$ cat src/logic/wdr_pkg.sv
// Purpose: constants for the watchdog and reset-flag block
// Assumes: 250 MHz system clock, byte-wide register port
// Notes: register offsets are word indices on the plain register port
//
// Function
// - watchdog counts divided low-speed source clock
// - timeout_select picks 2^8..2^18 source cycles
// - normal-mode overflow gives full reset, sets expiry_flag
// - low-power overflow sets expiry_flag, clears pc/sp only
// - always-on option: both legal keys enable
// - register option: 10101 disables, 01010 enables
// - illegal key resets after 2-3 source cycles
// - power-on loads key 01010, select 011
// - counter cleared by key reset, clear, stop
// - straps choose always-on and clear type
// - idle_sysclk_on keeps system clock in idle
// - system_control bits 6..3 read zero
// - lowvolt_reset_flag set by hardware, software zero-clears
// - lvsel_reset_flag set on undefined selection value
// - wdog_key_reset_flag set by illegal key reset
// - power-on reset clears program counter
// - power-on reset presets port registers to ones
// - power-on delay of 50 ms before execution
// - external clear shares pin with port_a_bit7
// - pin low inhibits; start_delay after release
// - external circuit holds pin low until supply settles
// - powerdown_flag set by stop, cleared by clear
// - stop clears counter and expiry_flag

package wdr_pkg;

  localparam int unsigned CLK_HZ = 250_000_000;
  localparam int unsigned LOW_RC_HZ = 32_000;
  localparam int unsigned SRC_DIV_CYC = CLK_HZ / LOW_RC_HZ;
  localparam int unsigned START_DELAY_MS = 50;
  localparam int unsigned START_DELAY_CYC = (CLK_HZ / 1000) * START_DELAY_MS;

  localparam logic [3:0] OFS_WATCHDOG_CONTROL = 4'h0;
  localparam logic [3:0] OFS_SYSTEM_CONTROL = 4'h1;
  localparam logic [3:0] OFS_STATUS = 4'h2;

  localparam logic [7:0] WATCHDOG_CONTROL_RST = 8'h53;
  localparam int unsigned KEY_LSB = 3;
  localparam int unsigned SEL_LSB = 0;
  localparam logic [4:0] KEY_DISABLE = 5'h15;
  localparam logic [4:0] KEY_ENABLE = 5'h0a;

  localparam int unsigned SYSCTL_IDLE_SYSCLK = 7;
  localparam int unsigned SYSCTL_LOWVOLT = 2;
  localparam int unsigned SYSCTL_LVSEL = 1;
  localparam int unsigned SYSCTL_WDOG_KEY = 0;
  localparam int unsigned STAT_POWERDOWN = 0;
  localparam int unsigned STAT_EXPIRY = 1;

  localparam int unsigned WDT_W = 19;
  localparam int unsigned KEY_FIRE_TICKS = 3;

  typedef enum logic [1:0] {
    WDR_HOLD = 2'b00,
    WDR_DELAY = 2'b01,
    WDR_RUN = 2'b10
  } wdr_seq_t;

endpackage : wdr_pkg

$ cat src/logic/wdr_top.sv
// Purpose: watchdog timer, reset sequencer and reset-source flags
// Assumes: all inputs synchronous to i_sys_clk; i_resetn is power-on
// Notes: low-speed source derived from the system clock by a divider
//
// Design decisions made here: the strobed register port and the register addresses.

`timescale 1ns/1ps
`default_nettype none

module wdr_top #(
  parameter int unsigned SRC_DIV = wdr_pkg::SRC_DIV_CYC,
  parameter int unsigned START_CYC = wdr_pkg::START_DELAY_CYC
) (
  input wire logic i_sys_clk,
  input wire logic i_resetn,
  input wire logic [3:0] i_addr,
  input wire logic [7:0] i_wdata,
  input wire logic i_wr,
  input wire logic i_rd,
  input wire logic i_cfg_always_on,
  input wire logic i_cfg_pin_reset,
  input wire logic i_clear_watchdog_instr,
  input wire logic i_stop_instruction,
  input wire logic i_low_power,
  input wire logic i_lowvolt_event,
  input wire logic i_lvsel_undefined,
  input wire logic i_port_a_bit7,
  output logic [7:0] o_rdata,
  output logic o_cpu_reset,
  output logic o_pc_sp_clear,
  output logic o_port_a_bit7,
  output logic o_idle_sysclk_on,
  output logic o_wdt_enabled
);
  import wdr_pkg::*;

  // prescaler and delay counters are 24 bits wide; refuse values they cannot hold
  if (SRC_DIV < 2 || SRC_DIV > 32'h00ff_ffff) begin : g_bad_div
    $error("SRC_DIV out of range");
  end
  if (START_CYC < 1 || START_CYC > 32'h00ff_ffff) begin : g_bad_start
    $error("START_CYC out of range");
  end

  localparam logic [23:0] SRC_LAST = 24'(SRC_DIV - 1);
  localparam logic [23:0] START_LAST = 24'(START_CYC - 1);

  // ==========================================================
  // state
  typedef struct packed {
    logic [7:0] ctl_word;
    logic idle_sysclk_on;
    logic lowvolt_flag;
    logic lvsel_flag;
    logic key_flag;
    logic expiry_flag;
    logic powerdown_flag;
    logic [WDT_W-1:0] wdt_cnt;
    logic [23:0] pre_cnt;
    logic [1:0] key_ticks;
    wdr_seq_t seq;
    logic [23:0] dly_cnt;
    logic [7:0] rdata;
    logic cpu_reset;
    logic pc_sp_clear;
    logic port_bit;
    logic wdt_en;
  } wdr_state_t;

  wdr_state_t st;
  wdr_state_t next_st;

  // ==========================================================
  // timeout selection
  function automatic logic [WDT_W-1:0] wdr_limit(input logic [2:0] sel);
    logic [4:0] shift;
    shift = 5'h08;
    unique case (sel)
      3'h0: shift = 5'h08;
      3'h1: shift = 5'h0a;
      3'h2: shift = 5'h0c;
      3'h3: shift = 5'h0e;
      3'h4: shift = 5'h0f;
      3'h5: shift = 5'h10;
      3'h6: shift = 5'h11;
      3'h7: shift = 5'h12;
    endcase
    wdr_limit = WDT_W'((20'h1 << shift) - 20'h1);
  endfunction : wdr_limit

  // ==========================================================
  // combinational next state
  logic [4:0] key;
  logic [2:0] sel;
  logic key_legal;
  logic wdt_enable;
  logic src_tick;
  logic wdt_ovf;
  logic key_fire;
  logic pin_low;
  logic full_reset;
  logic running;

  always_comb begin
    next_st = st;
    key = st.ctl_word[KEY_LSB +: 5];
    sel = st.ctl_word[SEL_LSB +: 3];
    key_legal = (key == KEY_ENABLE) || (key == KEY_DISABLE);
    running = (st.seq == WDR_RUN);

    // legal keys: always-on strap ignores the disable code
    wdt_enable = i_cfg_always_on ? key_legal : (key == KEY_ENABLE);

    // low-speed source tick from the system clock
    src_tick = (st.pre_cnt == SRC_LAST);
    next_st.pre_cnt = src_tick ? 24'h0 : st.pre_cnt + 24'h1;

    wdt_ovf = running && wdt_enable && src_tick && (st.wdt_cnt == wdr_limit(sel));

    // illegal key fires on the third source tick: 2 to 3 full source cycles
    key_fire = 1'b0;
    if (!running || key_legal) begin
      next_st.key_ticks = 2'h0;
    end else if (src_tick) begin
      if (st.key_ticks == 2'(KEY_FIRE_TICKS - 1)) begin
        key_fire = 1'b1;
        next_st.key_ticks = 2'h0;
      end else begin
        next_st.key_ticks = st.key_ticks + 2'h1;
      end
    end

    pin_low = i_cfg_pin_reset && !i_port_a_bit7;
    full_reset = (wdt_ovf && !i_low_power) || key_fire
      || i_lowvolt_event || i_lvsel_undefined || pin_low;

    // ----- watchdog counter
    if (!running || !wdt_enable) begin
      next_st.wdt_cnt = '0;
    end else if (i_clear_watchdog_instr || i_stop_instruction || wdt_ovf) begin
      next_st.wdt_cnt = '0;
    end else if (src_tick) begin
      next_st.wdt_cnt = st.wdt_cnt + WDT_W'(1);
    end

    // ----- register writes; software can only zero the reset flags
    if (i_wr && i_addr == OFS_WATCHDOG_CONTROL) begin
      next_st.ctl_word = i_wdata;
    end
    if (i_wr && i_addr == OFS_SYSTEM_CONTROL) begin
      next_st.idle_sysclk_on = i_wdata[SYSCTL_IDLE_SYSCLK];
      next_st.lowvolt_flag = st.lowvolt_flag & i_wdata[SYSCTL_LOWVOLT];
      next_st.lvsel_flag = st.lvsel_flag & i_wdata[SYSCTL_LVSEL];
      next_st.key_flag = st.key_flag & i_wdata[SYSCTL_WDOG_KEY];
    end

    // ----- hardware sets win over a same-cycle software clear
    if (i_lowvolt_event) begin
      next_st.lowvolt_flag = 1'b1;
    end
    if (i_lvsel_undefined) begin
      next_st.lvsel_flag = 1'b1;
    end
    if (key_fire) begin
      next_st.key_flag = 1'b1;
    end

    // ----- status flags
    if (running && i_stop_instruction) begin
      next_st.powerdown_flag = 1'b1;
      next_st.expiry_flag = 1'b0;
    end else if (running && i_clear_watchdog_instr) begin
      next_st.powerdown_flag = 1'b0;
    end
    if (wdt_ovf) begin
      next_st.expiry_flag = 1'b1;
    end

    // pc/sp clear only, rest of the state is kept
    next_st.pc_sp_clear = wdt_ovf && i_low_power;

    // ----- reset sequencer
    unique case (st.seq)
      WDR_HOLD: begin
        next_st.dly_cnt = 24'h0;
        if (!pin_low) begin
          next_st.seq = WDR_DELAY;
        end
      end
      WDR_DELAY: begin
        if (pin_low) begin
          next_st.seq = WDR_HOLD;
        end else if (st.dly_cnt == START_LAST) begin
          next_st.seq = WDR_RUN;
        end else begin
          next_st.dly_cnt = st.dly_cnt + 24'h1;
        end
      end
      WDR_RUN: begin
        if (full_reset) begin
          next_st.seq = WDR_HOLD;
        end
      end
      default: begin
        next_st.seq = WDR_HOLD;
      end
    endcase

    // reload the control word so an illegal key cannot loop the reset
    if (running && full_reset) begin
      next_st.ctl_word = WATCHDOG_CONTROL_RST;
      next_st.wdt_cnt = '0;
    end

    // execution held while not running; pc at zero, ports as inputs
    next_st.cpu_reset = (next_st.seq != WDR_RUN);
    // pin reads as port data only when not a clear input
    next_st.port_bit = i_cfg_pin_reset ? 1'b1 : i_port_a_bit7;
    next_st.wdt_en = wdt_enable;

    // ----- read data, valid the cycle after the strobe
    next_st.rdata = 8'h00;
    if (i_rd) begin
      unique case (i_addr)
        OFS_WATCHDOG_CONTROL: next_st.rdata = st.ctl_word;
        OFS_SYSTEM_CONTROL: begin
          next_st.rdata[SYSCTL_IDLE_SYSCLK] = st.idle_sysclk_on;
          next_st.rdata[SYSCTL_LOWVOLT] = st.lowvolt_flag;
          next_st.rdata[SYSCTL_LVSEL] = st.lvsel_flag;
          next_st.rdata[SYSCTL_WDOG_KEY] = st.key_flag;
        end
        OFS_STATUS: begin
          next_st.rdata[STAT_POWERDOWN] = st.powerdown_flag;
          next_st.rdata[STAT_EXPIRY] = st.expiry_flag;
        end
        default: next_st.rdata = 8'h00;
      endcase
    end
  end

  // ==========================================================
  // registers; power-on values
  always_ff @(posedge i_sys_clk or negedge i_resetn) begin
    if (!i_resetn) begin
      st.ctl_word <= WATCHDOG_CONTROL_RST;
      st.idle_sysclk_on <= 1'b0;
      st.lowvolt_flag <= 1'b0;
      st.lvsel_flag <= 1'b0;
      st.key_flag <= 1'b0;
      st.expiry_flag <= 1'b0;
      st.powerdown_flag <= 1'b0;
      st.wdt_cnt <= '0;
      st.pre_cnt <= 24'h0;
      st.key_ticks <= 2'h0;
      st.seq <= WDR_DELAY;
      st.dly_cnt <= 24'h0;
      st.rdata <= 8'h00;
      st.cpu_reset <= 1'b1;
      st.pc_sp_clear <= 1'b0;
      st.port_bit <= 1'b1;
      st.wdt_en <= 1'b0;
    end else begin
      st <= next_st;
    end
  end

  assign o_rdata = st.rdata;
  assign o_cpu_reset = st.cpu_reset;
  assign o_pc_sp_clear = st.pc_sp_clear;
  assign o_port_a_bit7 = st.port_bit;
  assign o_idle_sysclk_on = st.idle_sysclk_on;
  assign o_wdt_enabled = st.wdt_en;

endmodule : wdr_top

`default_nettype wire

$ cat config.mk
export PLATFORM = sky130hd
export DESIGN_NAME = wdr_top
export DESIGN_NICKNAME = d
export VERILOG_FILES = /design/src/logic/wdr_pkg.sv /design/src/logic/wdr_top.sv
export SDC_FILE = /design/constraint.sdc
export NUM_CORES = 1
export LEC_CHECK = 0
export ABC_AREA = 0
export BUFFER_PORTS_ARGS = -buffer_cell sky130_fd_sc_hd__buf_4
export CAP_MARGIN = 5
export CORE_UTILIZATION = 60
export CTS_CLUSTER_DIAMETER = 200
export DETAILED_ROUTE_END_ITERATION = 8
export PLACE_DENSITY = 0.79
export SETUP_SLACK_MARGIN = 0.02
export SKIP_LAST_GASP = 1
export SYNTH_ARGS = -nofsm -noshare
export SYNTH_HDL_FRONTEND = slang
export SYNTH_SLANG_ARGS = --single-unit
$ cat constraint.sdc
create_clock -name i_sys_clk -period 3.8 [get_ports i_sys_clk]
set_clock_uncertainty 0.2 [all_clocks]
set_input_delay 0.76 -clock i_sys_clk [delete_from_list [all_inputs] [get_ports i_sys_clk]]
set_output_delay 0.76 -clock i_sys_clk [all_outputs]
set_load 0.03 [all_outputs]
**After elaboration in Yosys (flattened, before gate mapping)**

Memories as Yosys holds them, arrays and structs flattened.
Cells that the tools add are included.

- Add/subtract/negate cells: 5
- Eq/ne operators: 13
- Shift operators: 1
- Mux-type cells: 36
- Bitwise gates (word level): 3
- Reduce and logical (&&, ||, !) cells: 36

Operator list:

| kind | number |
|---|---|
| $mux W19 | 4 |
| $mux W24 | 3 |
| $add A24 B1 Y24 const B | 2 |
| $pmux W24 S2 | 1 |
| $eq A24 B13 Y1 const B | 1 |
| $eq A24 B24 Y1 const B | 1 |
| $mux W8 | 3 |
| $add A19 B1 Y19 const B | 1 |
| $eq A19 B19 Y1 | 1 |
| $shl A1 B5 Y19 const A | 1 |
| $sub A19 B1 Y19 const B | 1 |
| $reduce_bool A2 Y1 | 8 |
| $mux W2 | 7 |
| $mux W1 | 12 |
| $pmux W2 S3 | 2 |
| $logic_and A1 B1 Y1 | 11 |
| $logic_or A1 B1 Y1 | 9 |
| $ne A2 B2 Y1 const B | 3 |
| $eq A5 B4 Y1 const B | 1 |
| $eq A5 B5 Y1 const B | 1 |
| $eq A2 B2 Y1 const B | 2 |
| $eq A4 B1 Y1 const B | 1 |
| $eq A4 B2 Y1 const B | 1 |
| $logic_not A1 Y1 | 4 |
| 10 further kinds | 13 |

- Flip-flop bits (word level): 97
- Bits in read-only memories: 40
- Input bits: 24
- Output and inout port bits: 13
- Word-level logic and storage cells: 112
- Memories kept: 1

Memory list:

| name | depth | bits a word | read ports | clocked after memory_dff | write ports | line | RTL |
|---|---|---|---|---|---|---|---|
| (no name shown) | 8 | 5 | 1 | 0 | 0 | wdr_top.sv:78 | `unique case (sel)` |

**Depth between registers and ports, before layout**

- Depth in word-level cells: 14
- Depth in mapped cells: 11

**Worst setup path after synthesis**

No wires, ideal clock.

- Kind: register to register
- Start: register st[40] in the netlist's numbering
- End: register st[73] in the netlist's numbering
- Library setup time: 0.134 ns
- Data arrival time: 2.943 ns
- Required time: 3.466 ns
- Setup slack: 0.523 ns
- Stages on the path, launching flop included: 9
- Clock period less this slack: 3.277 ns
- Path through: dfrtp_1 ha_1 or3b_2 or3_4 or4_4 or3_4 nor4b_4 buf_4 nor3_1

- Word-level cells in the longest chain between the ends: 10
- Elaborated cells on any way between the ends: 16
- Those cells by class: eq/ne: 1; mux: 5; reduce/logical: 10

RTL lines:

| element | line | RTL |
|---|---|---|
| start, declared | wdr_top.sv:70 | `wdr_state_t st;` |
| start signal, assigned | wdr_top.sv:263 | `st <= next_st;` |
| $eq A24 B13 Y1 * | wdr_top.sv:115 | `src_tick = (st.pre_cnt == SRC_LAST);` |
| $logic_and A1 B1 Y1 (2 in series) | wdr_top.sv:118 | `wdt_ovf = running && wdt_enable && src_tick && (st.wdt_cnt == wdr_limit(sel));` |
| $logic_and A1 B1 Y1 | wdr_top.sv:134 | `full_reset = (wdt_ovf && !i_low_power) \|\| key_fire` |
| $logic_or A1 B1 Y1 | wdr_top.sv:134 |  |
| $logic_or A1 B1 Y1 (3 in series) | wdr_top.sv:135 | `\|\| i_lowvolt_event \|\| i_lvsel_undefined \|\| pin_low;` |
| $logic_and A1 B1 Y1 | wdr_top.sv:210 | `if (running && full_reset) begin` |
| $reduce_bool A4 Y1 (no source line) / $mux W19 (equally long branches) | -- |  |

Every way passes the cells marked *; elsewhere a longest branch is shown, timed or not.
A chain may end at the register's enable or synchronous reset.

==> qor.txt <==
Status: finished clean
Worst setup EP type: flip-flop
Final cell count without fillers: 661
MaxCap Viol Count: 0
Number of hold buffers added after CTS: 0
Leakage: 2.48 nW
Post-DP HPWL: 7330 um
Switch share: 0.271
Top_reg_cell synth: dfrtp_1
Fillers: 632
Combinational share of power: 0.130
Max Buffers Root-to-Sink: 2
Routed wire length per instance: 15.2 um
Synth Warn #: 0
RSZ-0062 raised after global routing: no
Max-slew headroom: 0.579
Worst Path Max Fanout: 14
Hold crit path type: in -> async
Gr busiest metal: met2
Distinct cell type count after synthesis: 57
Post-layout nets: 580
Post-synth net total: 546
Fraction of registers with async set/reset: 1.00
Arrival time worst endpoint: 3.55 ns
Total Die Area: 8770 um^2
Worst EP required: 3.90 ns
GRT Util Overall: 0.246
Area grow syn2layout: 11.0%
Setup TNS Final: 0 ns
Vias in the first global route: 3703
Clock Latency Late Sink: 0.36 ns
Number of synthesized flops with an enable pin: 0
#FFs+latches synth: 97
Setup Buffers After CTS: 0
Hold Fails Final Rpt: 0
Period minus WS final: 3.45 ns
Finished Core Util: 0.684
DR vias: 3792
CTS tree: done
Maximum VDD drop: 241 uV
Fin crit share: 0.908
Crit path kind: reg -> reg
R2R depth: 8
Final WL: 10100 um
H-tree Lvls: 3
# IOs: 37
Internal power: 1.53 mW
R2R Setup Slk: 0.35 ns
Switching Power: 568 uW
Sink Count: 97
Num CTS Buffers: 9
Worst-Margin Slew: 0.632 ns
PnR worst setup slack: 0.348 ns
Critical R2R Capture: o_pc_sp_clear
Fmax: 290 MHz
Fraction of power consumed by the clock network: 0.324
GRT Residual Overflow: 0
Register area share after synthesis: 0.484
Routed Antenna Nets: 0
Share of layout cells above drive strength 1: 0.153
Post-Synthesis Cell Area: 5040 um^2
Vias/cell: 5.74
Residual DRC: 0
Die X-Extent: 93.6 um
Ant diodes: 0
Crit. Startpoint: st[40]
Met2 usage: 0.417
Mean Syn Cell Area: 9.74 um^2
Clock transition at path regs: 0.09 ns
Met1 usage: 0.323
FP Rows: 33
CP Capture Point: o_pc_sp_clear
Max-slew violations: 0
Post-cts sizing count: 0
Initial antenna violation count: 0
Worst r2r src: st[40]
Met3 Track Usage GR: 0.0325
Final Wtd Congestion: 0.828
Initial Util: 0.616
Power share of the sequential group: 0.545
Total design power: 2.10 mW
Pwr/cell area: 375 nW/um^2
Final setup viols: 0
Root Buffer: clkbuf_8
Synth Instances: 517
Die Y: 93.6 um
Crit start category: flip-flop
Largest net degree at the start of global routing: 52
TritonRoute pass-1 iters: 4
IO buf count: 36
Placed cell count: 645
DRT iter0 DRCs: 125
Core Region: 8180 um^2
Global-route wire length before repair: 16800 um
Pre-CTS setup slack: 0.361 ns
-- cell usage after synthesis (3+ instances only) --
library cell	instances	area (um^2)
inv_1	13	48.8
nor2b_1	10	62.6
dfrtp_1	90	2250
or2_2	3	18.8
nand4_1	14	87.6
and2_1	13	81.3
a21oi_1	10	50.1
and3_1	7	43.8
clkbuf_1	12	45.0
dfstp_2	7	184
and4_1	8	70.1
mux2i_1	9	90.1
ha_1	5	62.6
nand3b_1	3	22.5
nor3_1	28	140
nand2b_1	6	37.5
xor2_1	39	342
or3_1	5	31.3
o21ai_0	12	60.1
a211o_1	5	43.8
nor2_1	62	233
nor4_1	4	25.0
nand3_1	28	140
or4_1	8	60.1
buf_4	9	67.6
xnor2_1	23	201
nand2_1	44	165
-- cells by family after synthesis --
group,synth area share
compound gates,0.0668
xor+xnor,0.108
fa+ha+maj,0.0124
buf+inv,0.0350
flops,0.484
mux,0.0224
simple gates,0.272
-- through the flow --
| stage | hold WS [ns] | cell area, um^2 |
|---|---|---|
| 3_3_place_gp | 0.257 | 5390 |
| 3_5_place_dp | 0.259 | 5390 |
| 6_report | 0.213 | 5590 |
| 2_1_floorplan | 0.237 | 5040 |
| 5_1_grt | 0.257 | 5590 |
| 4_1_cts | 0.222 | 5590 |
-- layout by cell type, fill, tap and decap left out, types with 3 or more instances in the layout --
cell type	count
dfrtp_1	90
nor2_1	62
buf_4	46
nand2_1	44
xor2_1	39
nand3_1	28
nor3_1	28
xnor2_1	23
nand4_1	14
and2_1	13
inv_1	13
o21ai_0	12
a21oi_1	10
nor2b_1	10
clkbuf_8	10
mux2i_1	9
and4_1	8
or4_1	8
and3_1	7
dfstp_2	7
nand2b_1	6
a211o_1	5
or3_1	5
ha_1	5
nor4_1	4
nand3b_1	3
or2_2	3
-- flip-flops by register name, summed over array words and instances (netlist names) --
register / flops
o_pc_sp_clear: 1
st: 76
sel: 3
o_cpu_reset: 1
o_wdt_enabled: 1
o_rdata: 8
key: 5
o_port_a_bit7: 1
o_idle_sysclk_on: 1
-- per-layer routing --
metal  vias up  wire length, um
met5         -                0
met4         0              121
met3        12              286
met2        64             4930
met1      1853             4740
li1       1863                -
-- power groups by stage --
stage	sequential (mW)	combinational, mW	clock, mW
2_1_floorplan	1.14	0.198	0
3_5_place_dp	1.16	0.273	0
4_1_cts	1.14	0.275	0.693
6_report	1.14	0.273	0.681
3_3_place_gp	1.16	0.264	0
5_1_grt	1.15	0.305	0.729
-- worst max-delay path, cell delays in order, from the launching register on --
cell	delay, ns
dfrtp_1	0.42
ha_1	0.24
or3b_2	0.47
or3_4	0.42
or4_4	0.56
or3_4	0.41
nor4b_4	0.29
buf_4	0.25
and2_1	0.15
-- area by class of cell --
| type | instances | area [um^2] | share of cell area |
|---|---|---|---|
| multi-input combinational | 384 | 2420 | 0.434 |
| clock buffer | 10 | 138 | 0.0246 |
| clock inverter | 6 | 65.1 | 0.0116 |
| timing repair buffer | 46 | 345 | 0.0618 |
| inverter | 13 | 48.8 | 0.00873 |
| tap | 105 | 131 | 0.0235 |
| sequential | 97 | 2440 | 0.436 |
-- how the worst min path moves through the flow --
stage               startpoint            end  slack (ns)  cells after the start
floorplan               st[63]         st[63]        0.24                      1
global placement        st[63]         st[63]        0.26                      1
detailed placement      st[63]         st[63]        0.26                      1
CTS                   i_resetn  o_pc_sp_clear        0.22                      1
global route          i_resetn         st[77]        0.26                      1
finish                i_resetn  o_pc_sp_clear        0.21                      1
Note: power is estimated with default switching activity, not from simulation.
